### src/design/post_pkg.sv
// Operation
// Counter advances on selected source: f1, f2, f8 or companion underflow.
// Counter decrements from primary period value behind a prescaler stage.
// On underflow at 00h reload counters, clear one-shot start bit, stop.
// Any stop reloads the counters from reload registers first.
// Pulse lasts (n+1)(m+1) count source cycles.
// Writing one-shot start with count start flag set begins one count.
// External trigger needs count start, input enable and trigger enable set.
// Trigger during a count is ignored but still raises pin interrupt.
// Writing 0 to count start flag or one-shot start bit stops counting.
// Timer interrupt rises half a source cycle after underflow, as pulse ends; code raises it one pclk after the underflow edge, with the pulse end.
// Period and prescaler reads return current count values.
// Period and prescaler writes update only reload registers.
// New period takes effect at the next pulse.
// Level select 0 gives high pulse; 1 gives low pulse.
// Level select 1 makes the idle output high.
// Trigger pin is one-shot trigger only when trigger enable is 1.
// Trigger edge select picks the active trigger polarity.
// Edge select honoured only when both-edge select is 0.
// Mode field b5 b4 equal to 1 0 selects one-shot mode.
// Software sets write control bit while using this mode.
// Count start flag 0 stops counting, 1 enables counting.
// Secondary period register is not used in this mode.
// Output pin carries the pulse in this mode.
package post_pkg;
  // ****************************************
  // register map
  // ****************************************
  localparam logic [7:0] ADDR_MODE = 8'h80;
  localparam logic [7:0] ADDR_WAVE = 8'h84;
  localparam logic [7:0] ADDR_PERIOD = 8'h88;
  localparam logic [7:0] ADDR_PRESC = 8'h8C;
  localparam logic [7:0] ADDR_SECOND = 8'h90;
  localparam logic [7:0] ADDR_CTRL = 8'h94;
  localparam logic [7:0] ADDR_SRC = 8'h98;
  localparam logic [7:0] ADDR_EXT_INPUT_ENABLE_REG = 8'h9C;
  localparam logic [7:0] ADDR_IRQ = 8'hA0;
  localparam logic [7:0] RESET_BYTE = 8'h00;
  localparam logic [7:0] RESET_COUNT = 8'hFF;
  // ****************************************
  // field positions
  // ****************************************
  localparam int MODE_LO_BIT = 4;
  localparam int MODE_HI_BIT = 5;
  localparam int WRITE_CTRL_BIT = 6;
  localparam int COUNT_START_BIT = 7;
  localparam int TRIG_ENABLE_BIT = 5;
  localparam int EDGE_SEL_BIT = 6;
  localparam int LEVEL_SEL_BIT = 7;
  localparam int ONE_SHOT_BIT = 0;
  localparam int INPUT_EN_BIT = 0;
  localparam int BOTH_EDGE_BIT = 1;
  localparam int TIMER_IRQ_BIT = 0;
  localparam int PIN_IRQ_BIT = 1;
  localparam logic [1:0] MODE_ONE_SHOT = 2'h2;
  // ****************************************
  // count source codes
  // ****************************************
  localparam logic [1:0] SRC_F1 = 2'h0;
  localparam logic [1:0] SRC_F8 = 2'h1;
  localparam logic [1:0] SRC_COMPANION = 2'h2;
  localparam logic [1:0] SRC_F2 = 2'h3;
  localparam logic [2:0] DIV8_LAST = 3'h7;

  typedef enum logic [1:0] {POST_IDLE, POST_RUN, POST_END} post_state_t;

  typedef struct packed {
    logic [7:0] period;
    logic [7:0] presc;
  } post_count_t;
endpackage

### src/design/post_timer.sv
// Implementation choice: register access over APB.
`timescale 1ns/100ps
`default_nettype none
module post_timer (
  input wire logic pclk,
  input wire logic presetn,
  input wire logic psel,
  input wire logic penable,
  input wire logic pwrite,
  input wire logic [31:0] paddr,
  input wire logic [31:0] pwdata,
  output logic [31:0] prdata,
  output logic pready,
  output logic pslverr,
  input wire logic companion_underflow,
  input wire logic ext_trigger_pin,
  output logic pulse_output_pin,
  output logic pulse_output_oe,
  output logic timer_irq,
  output logic ext_pin_irq
);
  // ****************************************
  // register state
  // ****************************************
  logic [7:0] timer_mode_reg, next_timer_mode_reg;
  logic [7:0] waveform_output_ctrl_reg, next_waveform_output_ctrl_reg;
  logic [7:0] secondary_period_reg, next_secondary_period_reg;
  logic [7:0] one_shot_control_reg, next_one_shot_control_reg;
  logic [7:0] src_sel_reg, next_src_sel_reg;
  logic [7:0] ext_input_enable_reg, next_ext_input_enable_reg;
  logic [1:0] irq_flags, next_irq_flags;
  post_pkg::post_count_t reload, next_reload, count, next_count;
  post_pkg::post_state_t state, next_state;
  logic [2:0] div_cnt, next_div_cnt;
  logic trig_q, next_trig_q;
  logic half_pend, next_half_pend;
  logic pulse_active, next_pulse_active;
  logic [31:0] next_prdata;

  logic wr, rd, mapped, tick, count_start_flag, one_shot_mode, level_sel;
  logic rise, fall, trig_edge, trig_allowed, start_req, stop_req, underflow;

  assign wr = psel && penable && pwrite && mapped;
  assign rd = psel && !penable && !pwrite;
  assign pready = 1'b1;
  assign pslverr = 1'b0;
  assign count_start_flag = timer_mode_reg[post_pkg::COUNT_START_BIT];
  assign one_shot_mode = timer_mode_reg[post_pkg::MODE_HI_BIT:post_pkg::MODE_LO_BIT]
                         == post_pkg::MODE_ONE_SHOT;
  assign level_sel = waveform_output_ctrl_reg[post_pkg::LEVEL_SEL_BIT];

  always_comb begin
    unique case (paddr[7:0])
      post_pkg::ADDR_MODE, post_pkg::ADDR_WAVE, post_pkg::ADDR_PERIOD, post_pkg::ADDR_PRESC,
      post_pkg::ADDR_SECOND, post_pkg::ADDR_CTRL, post_pkg::ADDR_SRC, post_pkg::ADDR_EXT_INPUT_ENABLE_REG,
      post_pkg::ADDR_IRQ: mapped = (paddr[31:8] == 24'h000000);
      default: mapped = 1'b0;
    endcase
  end

  // ****************************************
  // count source selection
  // ****************************************
  always_comb begin
    next_div_cnt = div_cnt + 3'h1;
    unique case (src_sel_reg[1:0])
      post_pkg::SRC_F1: tick = 1'b1;
      post_pkg::SRC_F2: tick = div_cnt[0];
      post_pkg::SRC_F8: tick = (div_cnt == post_pkg::DIV8_LAST);
      post_pkg::SRC_COMPANION: tick = companion_underflow;
    endcase
  end

  // ****************************************
  // trigger detection
  // ****************************************
  always_comb begin
    next_trig_q = ext_trigger_pin;
    rise = ext_trigger_pin && !trig_q;
    fall = !ext_trigger_pin && trig_q;
    if (ext_input_enable_reg[post_pkg::BOTH_EDGE_BIT]) begin
      trig_edge = rise || fall;
    end else if (waveform_output_ctrl_reg[post_pkg::EDGE_SEL_BIT]) begin
      trig_edge = rise;
    end else begin
      trig_edge = fall;
    end
    if (!ext_input_enable_reg[post_pkg::INPUT_EN_BIT]) begin
      trig_edge = 1'b0;
    end
    trig_allowed = count_start_flag && one_shot_mode
                   && waveform_output_ctrl_reg[post_pkg::TRIG_ENABLE_BIT];
  end

  // ****************************************
  // start and stop conditions
  // ****************************************
  always_comb begin
    start_req = 1'b0;
    stop_req = 1'b0;
    if (wr && paddr[7:0] == post_pkg::ADDR_CTRL && pwdata[post_pkg::ONE_SHOT_BIT]
        && count_start_flag && one_shot_mode) begin
      start_req = 1'b1;
    end
    if (trig_edge && trig_allowed) begin
      start_req = 1'b1;
    end
    if (wr && paddr[7:0] == post_pkg::ADDR_CTRL && !pwdata[post_pkg::ONE_SHOT_BIT]) begin
      stop_req = 1'b1;
    end
    if (wr && paddr[7:0] == post_pkg::ADDR_MODE && !pwdata[post_pkg::COUNT_START_BIT]) begin
      stop_req = 1'b1;
    end
    if (!count_start_flag || !one_shot_mode) begin
      stop_req = 1'b1;
    end
    underflow = (state == post_pkg::POST_RUN) && tick
                && count.presc == 8'h00 && count.period == 8'h00;
  end

  // ****************************************
  // counter and sequencer
  // ****************************************
  always_comb begin
    next_state = state;
    next_count = count;
    next_pulse_active = pulse_active;
    next_half_pend = 1'b0;
    unique case (state)
      post_pkg::POST_IDLE: begin
        next_count = reload;
        if (start_req && !stop_req) begin
          next_state = post_pkg::POST_RUN;
          next_pulse_active = 1'b1;
        end
      end
      post_pkg::POST_RUN: begin
        if (stop_req) begin
          next_count = reload;
          next_state = post_pkg::POST_IDLE;
          next_pulse_active = 1'b0;
        end else if (underflow) begin
          next_count = reload;
          next_state = post_pkg::POST_END;
          next_half_pend = 1'b1;
        end else if (tick) begin
          if (count.presc == 8'h00) begin
            next_count.presc = reload.presc;
            next_count.period = count.period - 8'h01;
          end else begin
            next_count.presc = count.presc - 8'h01;
          end
        end
      end
      post_pkg::POST_END: begin
        // pulse ends and irq rises together one edge later
        next_pulse_active = 1'b0;
        next_state = post_pkg::POST_IDLE;
      end
    endcase
  end

  // ****************************************
  // register file
  // ****************************************
  always_comb begin
    next_timer_mode_reg = timer_mode_reg;
    next_waveform_output_ctrl_reg = waveform_output_ctrl_reg;
    next_secondary_period_reg = secondary_period_reg;
    next_one_shot_control_reg = one_shot_control_reg;
    next_src_sel_reg = src_sel_reg;
    next_ext_input_enable_reg = ext_input_enable_reg;
    next_reload = reload;
    next_irq_flags = irq_flags;
    if (wr) begin
      unique case (paddr[7:0])
        post_pkg::ADDR_MODE: next_timer_mode_reg = pwdata[7:0];
        post_pkg::ADDR_WAVE: next_waveform_output_ctrl_reg = pwdata[7:0];
        post_pkg::ADDR_PERIOD: next_reload.period = pwdata[7:0];
        post_pkg::ADDR_PRESC: next_reload.presc = pwdata[7:0];
        post_pkg::ADDR_SECOND: next_secondary_period_reg = pwdata[7:0];
        post_pkg::ADDR_CTRL: next_one_shot_control_reg = pwdata[7:0];
        post_pkg::ADDR_SRC: next_src_sel_reg = pwdata[7:0];
        post_pkg::ADDR_EXT_INPUT_ENABLE_REG: next_ext_input_enable_reg = pwdata[7:0];
        post_pkg::ADDR_IRQ: next_irq_flags = irq_flags & ~pwdata[1:0];
        default: ;
      endcase
    end
    if (start_req && state == post_pkg::POST_IDLE && !stop_req) begin
      next_one_shot_control_reg[post_pkg::ONE_SHOT_BIT] = 1'b1;
    end
    if (underflow) begin
      next_one_shot_control_reg[post_pkg::ONE_SHOT_BIT] = 1'b0;
    end
    // set beats clear
    if (half_pend) begin
      next_irq_flags[post_pkg::TIMER_IRQ_BIT] = 1'b1;
    end
    if (trig_edge && waveform_output_ctrl_reg[post_pkg::TRIG_ENABLE_BIT]) begin
      next_irq_flags[post_pkg::PIN_IRQ_BIT] = 1'b1;
    end
    next_prdata = 32'h00000000;
    if (rd && mapped) begin
      unique case (paddr[7:0])
        post_pkg::ADDR_MODE: next_prdata[7:0] = timer_mode_reg;
        post_pkg::ADDR_WAVE: next_prdata[7:0] = waveform_output_ctrl_reg;
        post_pkg::ADDR_PERIOD: next_prdata[7:0] = count.period;
        post_pkg::ADDR_PRESC: next_prdata[7:0] = count.presc;
        post_pkg::ADDR_SECOND: next_prdata[7:0] = secondary_period_reg;
        post_pkg::ADDR_CTRL: next_prdata[7:0] = one_shot_control_reg;
        post_pkg::ADDR_SRC: next_prdata[7:0] = src_sel_reg;
        post_pkg::ADDR_EXT_INPUT_ENABLE_REG: next_prdata[7:0] = ext_input_enable_reg;
        post_pkg::ADDR_IRQ: next_prdata[1:0] = irq_flags;
        default: ;
      endcase
    end else if (psel && penable) begin
      next_prdata = prdata;
    end
  end

  always_ff @(posedge pclk or negedge presetn) begin
    if (!presetn) begin
      timer_mode_reg <= post_pkg::RESET_BYTE;
      waveform_output_ctrl_reg <= post_pkg::RESET_BYTE;
      secondary_period_reg <= post_pkg::RESET_COUNT;
      one_shot_control_reg <= post_pkg::RESET_BYTE;
      src_sel_reg <= post_pkg::RESET_BYTE;
      ext_input_enable_reg <= post_pkg::RESET_BYTE;
      irq_flags <= 2'h0;
      reload <= {post_pkg::RESET_COUNT, post_pkg::RESET_COUNT};
      count <= {post_pkg::RESET_COUNT, post_pkg::RESET_COUNT};
      state <= post_pkg::POST_IDLE;
      div_cnt <= 3'h0;
      trig_q <= 1'b0;
      half_pend <= 1'b0;
      pulse_active <= 1'b0;
      prdata <= 32'h00000000;
    end else begin
      timer_mode_reg <= next_timer_mode_reg;
      waveform_output_ctrl_reg <= next_waveform_output_ctrl_reg;
      secondary_period_reg <= next_secondary_period_reg;
      one_shot_control_reg <= next_one_shot_control_reg;
      src_sel_reg <= next_src_sel_reg;
      ext_input_enable_reg <= next_ext_input_enable_reg;
      irq_flags <= next_irq_flags;
      reload <= next_reload;
      count <= next_count;
      state <= next_state;
      div_cnt <= next_div_cnt;
      trig_q <= next_trig_q;
      half_pend <= next_half_pend;
      pulse_active <= next_pulse_active;
      prdata <= next_prdata;
    end
  end

  // ****************************************
  // outputs
  // ****************************************
  assign pulse_output_pin = pulse_active ^ level_sel;
  assign pulse_output_oe = one_shot_mode;
  assign timer_irq = irq_flags[post_pkg::TIMER_IRQ_BIT];
  assign ext_pin_irq = irq_flags[post_pkg::PIN_IRQ_BIT];

  // ****************************************
  // checks
  // ****************************************
  property p_irq_with_end;
    @(posedge pclk) disable iff (!presetn)
    underflow |=> ##1 (timer_irq && !pulse_active);
  endproperty
  a_irq_with_end: assert property (p_irq_with_end) else $error("irq not at pulse end");

  property p_stop_reload;
    @(posedge pclk) disable iff (!presetn)
    (state == post_pkg::POST_RUN && stop_req) |=> (count == $past(reload) && !pulse_active);
  endproperty
  a_stop_reload: assert property (p_stop_reload) else $error("stop without reload");

  property p_uf_clears_start;
    @(posedge pclk) disable iff (!presetn)
    underflow |=> !one_shot_control_reg[post_pkg::ONE_SHOT_BIT];
  endproperty
  a_uf_clears_start: assert property (p_uf_clears_start) else $error("start bit kept");

  property p_no_restart;
    @(posedge pclk) disable iff (!presetn)
    (state == post_pkg::POST_RUN && !stop_req && !underflow) |=> state == post_pkg::POST_RUN;
  endproperty
  a_no_restart: assert property (p_no_restart) else $error("run broken");

  property p_pin_irq;
    @(posedge pclk) disable iff (!presetn)
    (trig_edge && waveform_output_ctrl_reg[post_pkg::TRIG_ENABLE_BIT]) |=> ext_pin_irq;
  endproperty
  a_pin_irq: assert property (p_pin_irq) else $error("pin irq missing");

  property p_polarity;
    @(posedge pclk) disable iff (!presetn)
    (state == post_pkg::POST_IDLE && $stable(level_sel)) |-> pulse_output_pin == level_sel;
  endproperty
  a_polarity: assert property (p_polarity) else $error("idle level wrong");

  property p_write_reload_only;
    @(posedge pclk) disable iff (!presetn)
    (state == post_pkg::POST_RUN && !tick && !stop_req) |=> $stable(count);
  endproperty
  a_write_reload_only: assert property (p_write_reload_only) else $error("count touched");

  property p_start;
    @(posedge pclk) disable iff (!presetn)
    (state == post_pkg::POST_IDLE && start_req && !stop_req) |=> ##[0:1] pulse_active;
  endproperty
  a_start: assert property (p_start) else $error("pulse not started");

  property p_f2_spacing;
    @(posedge pclk) disable iff (!presetn)
    (src_sel_reg[1:0] == post_pkg::SRC_F2 && tick)
      |=> (!tick || src_sel_reg[1:0] != post_pkg::SRC_F2);
  endproperty
  a_f2_spacing: assert property (p_f2_spacing) else $error("f2 ticks too close");

  property p_count_down;
    @(posedge pclk) disable iff (!presetn)
    (state == post_pkg::POST_RUN && tick && !stop_req && !underflow && count.presc == 8'h00)
      |=> count.period == $past(count.period) - 8'h01;
  endproperty
  a_count_down: assert property (p_count_down) else $error("period not stepped");

  property p_uf_reload;
    @(posedge pclk) disable iff (!presetn)
    underflow |=> (count == $past(reload) && state == post_pkg::POST_END);
  endproperty
  a_uf_reload: assert property (p_uf_reload) else $error("no reload at underflow");

  property p_uf_holds_pulse;
    @(posedge pclk) disable iff (!presetn)
    underflow |=> pulse_active;
  endproperty
  a_uf_holds_pulse: assert property (p_uf_holds_pulse) else $error("pulse cut early");

  property p_idle_follows;
    @(posedge pclk) disable iff (!presetn)
    (state == post_pkg::POST_IDLE) |=> count == $past(reload);
  endproperty
  a_idle_follows: assert property (p_idle_follows) else $error("idle count stale");

  property p_read_live;
    @(posedge pclk) disable iff (!presetn)
    (rd && mapped && paddr[7:0] == post_pkg::ADDR_PERIOD) |=> prdata[7:0] == $past(count.period);
  endproperty
  a_read_live: assert property (p_read_live) else $error("period read not live");

  property p_write_reload;
    @(posedge pclk) disable iff (!presetn)
    (wr && paddr[7:0] == post_pkg::ADDR_PERIOD) |=> reload.period == $past(pwdata[7:0]);
  endproperty
  a_write_reload: assert property (p_write_reload) else $error("reload not written");

  property p_trig_start;
    @(posedge pclk) disable iff (!presetn)
    (state == post_pkg::POST_IDLE && trig_edge && trig_allowed && !stop_req)
      |=> state == post_pkg::POST_RUN;
  endproperty
  a_trig_start: assert property (p_trig_start) else $error("trigger ignored");

  property p_flag_stop;
    @(posedge pclk) disable iff (!presetn)
    !count_start_flag |=> state == post_pkg::POST_IDLE;
  endproperty
  a_flag_stop: assert property (p_flag_stop) else $error("runs with flag clear");

  property p_ctrl_stop;
    @(posedge pclk) disable iff (!presetn)
    (wr && paddr[7:0] == post_pkg::ADDR_CTRL && !pwdata[post_pkg::ONE_SHOT_BIT])
      |=> state == post_pkg::POST_IDLE;
  endproperty
  a_ctrl_stop: assert property (p_ctrl_stop) else $error("stop write ignored");
endmodule
`default_nettype wire

### config.mk
export PLATFORM = sky130hd
export DESIGN_NAME = post_timer
export DESIGN_NICKNAME = d
export VERILOG_FILES = /design/src/design/post_pkg.sv /design/src/design/post_timer.sv
export SDC_FILE = /design/constraint.sdc
export NUM_CORES = 1
export LEC_CHECK = 0
export ABC_AREA = 1
export BUFFER_PORTS_ARGS = -buffer_cell sky130_fd_sc_hd__clkbuf_2
export CORE_MARGIN = 2
export CORE_UTILIZATION = 50
export DETAILED_ROUTE_END_ITERATION = 10
export GPL_ROUTABILITY_DRIVEN = 0
export PLACE_DENSITY = 0.71
export SLEW_MARGIN = 20
export SYNTH_ARGS = -nofsm -noshare
export SYNTH_HDL_FRONTEND = slang
export SYNTH_SLANG_ARGS = --single-unit
### constraint.sdc
create_clock -name pclk -period 2.7 [get_ports pclk]
set_clock_uncertainty 0.15 [all_clocks]
set_input_delay 0.54 -clock pclk [delete_from_list [all_inputs] [get_ports pclk]]
set_output_delay 0.54 -clock pclk [all_outputs]
set_load 0.01 [all_outputs]
==> results.toml <==
[timing]
worst_slack_ns = 0.494
timing_worst_slew_pin_value_ns = 0.517
report.final.slew_viol_count = 0
finalCriticalPeriod_ns = 2.21
finish_stage_setup_viols = 0
clock.fmax_mhz = 453
tns_ns = 0
max-slew-margin-rel = 0.654
whs_ns = 0.154
post-route-period-util = 0.817
report.final.hold_viol_count = 0
setup_repair_after_global_routing_missed_its_margin = "no"

[power]
max-vdd-ir-drop_mv = 0.329
power.static_leakage_nw = 3.08
power_per_cell_area_nw_per_um2 = 416
design_power_total_mw = 2.50

[route]
vias_per_std_cell = 5.24
highest-signal-layer = "met4"
met2_wirelength_um = 5980
num_vias = 4576
met3RoutedLength_um = 1010
ant_nets = 0
met1Wirelength_um = 5950
remaining_drc_errors = 0
post_drt_wl_per_cell_um = 15.2
wirelength_um = 13300
drt_iter0_drc = 272
drt_first_pass_iters = 5

[critical_path]
worstPathMaxFanout = 10
r2r-start = "count[0]"
critPathSlowestCell = "sky130_fd_sc_hd__dfstp_2"
worst_setup_path_endpoint = "count[14]"
max_stage_delay_ns = 0.38
r2r-end = "count[14]"
crit_type = "reg -> reg"
crit_path_start = "count[0]"
crit_path_cell_trace = "inv_1, ha_1, nand4_1, nor2_1, a31oi_1, nand3_4, nand2_4, nor2_4, nand2_1, nand2_1"
kind_of_launch_point_of_the_worst_setup_path = "register"
cp_data_required_time_ns = 2.86
regToRegSetupSlack_ns = 0.49
r2r.worst_path.cells = 10
arrival_ns = 2.37
crit_path_frequent_cell = "sky130_fd_sc_hd__nand2_1"
setup.worst_path.end_class = "register"

[layout]
nNetsFinal = 812
register_area_um2 = 2500
multiInputGateArea_um2 = 2400
fin_area_um2 = 6020
instances_no_fill = 874
antenna_cells_inserted = 0
largestRegisters = "count (16), reload (16)"
fillerInstances = 955
syn2layout_area_growth_pct = 11.7
layout.core_utilization = 0.578
drive_above_1_share = 0.238

[grt]
globalRoute.totalOverflow = 0
grt_pass1_wl_um = 21800
antenna_found_initial = 0
gr-usage-all-layers = 0.245
grt_start_max_net_pins = 51
first_global_vias = 4358

[synthesis]
yosys.cell_count.top_type = "sky130_fd_sc_hd__nand2_1"
yosys-top-cells-area = "sky130_fd_sc_hd__dfrtp_1 27%, sky130_fd_sc_hd__dfstp_2 19%, sky130_fd_sc_hd__nand2_1 14%"
synth_edf_count = 0
synth_warn = 0
netlist_area_um2 = 5390
synth.largest_area_cell = "sky130_fd_sc_hd__dfrtp_1"
ys_top_cells_by_count = "194 x sky130_fd_sc_hd__nand2_1, 77 x sky130_fd_sc_hd__inv_1, 58 x sky130_fd_sc_hd__dfrtp_1"
synthArstFlopShare = 1.00
synth_flop_cell = "sky130_fd_sc_hd__dfrtp_1"
syn_avg_cell_area_um2 = 8.17
yosys.area.top_type_share = 0.269
synth-seq-area-share = 0.464
ys_seq_elements = 98
syn-instance-count = 660
synthDistinctLibCells = 42

[clocking]
clock_tree_from_tritoncts = "yes"
post-cts-setup-buffers = 0
worst_setup_hold_path_clk_slew_ns = 0.10
clock_latency_ns = 0.37
tritoncts_num_sinks = 98
cts.repair.resized = 0
root_buffer = "sky130_fd_sc_hd__clkbuf_8"
cts_hold_buffers = 1
cts_buffers = 9
clock_path_buffers = 2
htree_num_levels = 3

[min_path]
timing.hold.worst.class = "in -> reg"

[placement]
placement.cell_area_um2 = 5840
dp.cells = 857
place_ws_ns = 0.221
dp.final_hpwl_um = 10000
number_of_port_buffers = 58

[run]
drv_cap = 0

[floorplanning]
area_of_the_core_um2 = 10400
chipHeight_um = 108
fp-row-count = 37
dieWidth_um = 108
floorplan.die_area_um2 = 11600
initial_core_util = 0.518
design.portCount = 109

[status]
status = "complete, no violations"
layout by cell type (no fill, tap or decap), types with 2 or more instances in the layout:
| cell type | Yosys | final |
|---|---|---|
| sky130_fd_sc_hd__clkbuf_8 | 0 | 9 |
| sky130_fd_sc_hd__nor4_1 | 3 | 3 |
| sky130_fd_sc_hd__dfrtp_1 | 58 | 58 |
| sky130_fd_sc_hd__nand2_1 | 194 | 194 |
| sky130_fd_sc_hd__conb_1 | 2 | 26 |
| sky130_fd_sc_hd__nand4_2 | 2 | 2 |
| sky130_fd_sc_hd__inv_2 | 9 | 9 |
| sky130_fd_sc_hd__mux2_1 | 4 | 4 |
| sky130_fd_sc_hd__o21a_1 | 10 | 10 |
| sky130_fd_sc_hd__nor2_2 | 9 | 9 |
| sky130_fd_sc_hd__nand2_2 | 3 | 3 |
| sky130_fd_sc_hd__o21ai_0 | 49 | 49 |
| sky130_fd_sc_hd__nor2_4 | 6 | 6 |
| sky130_fd_sc_hd__o2111ai_1 | 4 | 4 |
| sky130_fd_sc_hd__nor3_1 | 9 | 9 |
| sky130_fd_sc_hd__a21oi_1 | 6 | 6 |
| sky130_fd_sc_hd__xor2_1 | 11 | 11 |
| sky130_fd_sc_hd__a221oi_1 | 2 | 2 |
| sky130_fd_sc_hd__clkbuf_2 | 0 | 57 |
| sky130_fd_sc_hd__dfstp_2 | 40 | 40 |
| sky130_fd_sc_hd__nor2_1 | 37 | 37 |
| sky130_fd_sc_hd__o21ai_1 | 5 | 5 |
| sky130_fd_sc_hd__mux2_2 | 8 | 8 |
| sky130_fd_sc_hd__o22ai_1 | 17 | 17 |
| sky130_fd_sc_hd__inv_1 | 77 | 77 |
| sky130_fd_sc_hd__inv_6 | 0 | 3 |
| sky130_fd_sc_hd__nand4_1 | 6 | 6 |
| sky130_fd_sc_hd__nand3_2 | 3 | 3 |
| sky130_fd_sc_hd__clkinvlp_4 | 0 | 2 |
| sky130_fd_sc_hd__nand2_4 | 3 | 3 |
| sky130_fd_sc_hd__nand3_1 | 27 | 27 |
| sky130_fd_sc_hd__buf_4 | 29 | 15 |
| sky130_fd_sc_hd__ha_1 | 8 | 8 |
| sky130_fd_sc_hd__buf_12 | 0 | 2 |
logic make-up (layout without fill, tap and decap cells):
| kind of cell | Yosys count | in the layout | synth area share |
|---|---|---|---|
| AND/OR/NAND/NOR | 306 | 306 | 0.258 |
| buffers and inverters | 124 | 178 | 0.108 |
| AO/OA/AOI/OAI | 98 | 98 | 0.106 |
| flip-flops | 98 | 98 | 0.464 |
| XOR/XNOR | 12 | 12 | 0.0195 |
| multiplexers | 12 | 12 | 0.0251 |
| adder cells (fa/ha/maj) | 8 | 8 | 0.0186 |
| other | 2 | 26 | 0.00139 |
worst max-delay path: cells and delay by family, from the launching register on:
family | cells | cell delay [ns]
DFF | 1 | 0.38
and+or+nand+nor | 7 | 1.01
adders and majority gates | 1 | 0.26
buffers and inverters | 1 | 0.13
AOI/OAI and AO/OA | 1 | 0.19
worst min-delay path by stage:
stage | start | to | slack (ns) | cells after the start
floorplan | presetn | div_cnt[0] | 0.09 | 0
global placement | presetn | one_shot_control_reg[4] | 0.26 | 1
detailed placement | presetn | one_shot_control_reg[4] | 0.27 | 1
CTS | ext_trigger_pin | trig_q | 0.15 | 1
global route | ext_trigger_pin | trig_q | 0.14 | 1
finish | ext_trigger_pin | trig_q | 0.15 | 1
power by group:
part / internal [mW] / total (mW) / switching, mW
sequential: 1.47 / 1.47 / 0.000477
clock: 0.347 / 0.888 / 0.541
combinational: 0.0407 / 0.143 / 0.103
routing by layer:
layer,vias up,global-route usage
met3,19,0.0430
met1,2136,0.342
met5,-,0
met4,0,0.0861
met2,211,0.384
li1,2210,-
cell type report:
type	count	area share
Clock buffer	10	0.0212
Multi-Input combinational cell	462	0.398
Tap cell	136	0.0283
Clock inverter	6	0.00831
Sequential cell	98	0.415
Inverter	87	0.0542
Timing Repair Buffer	75	0.0744
(Power assumes the default switching activity.)
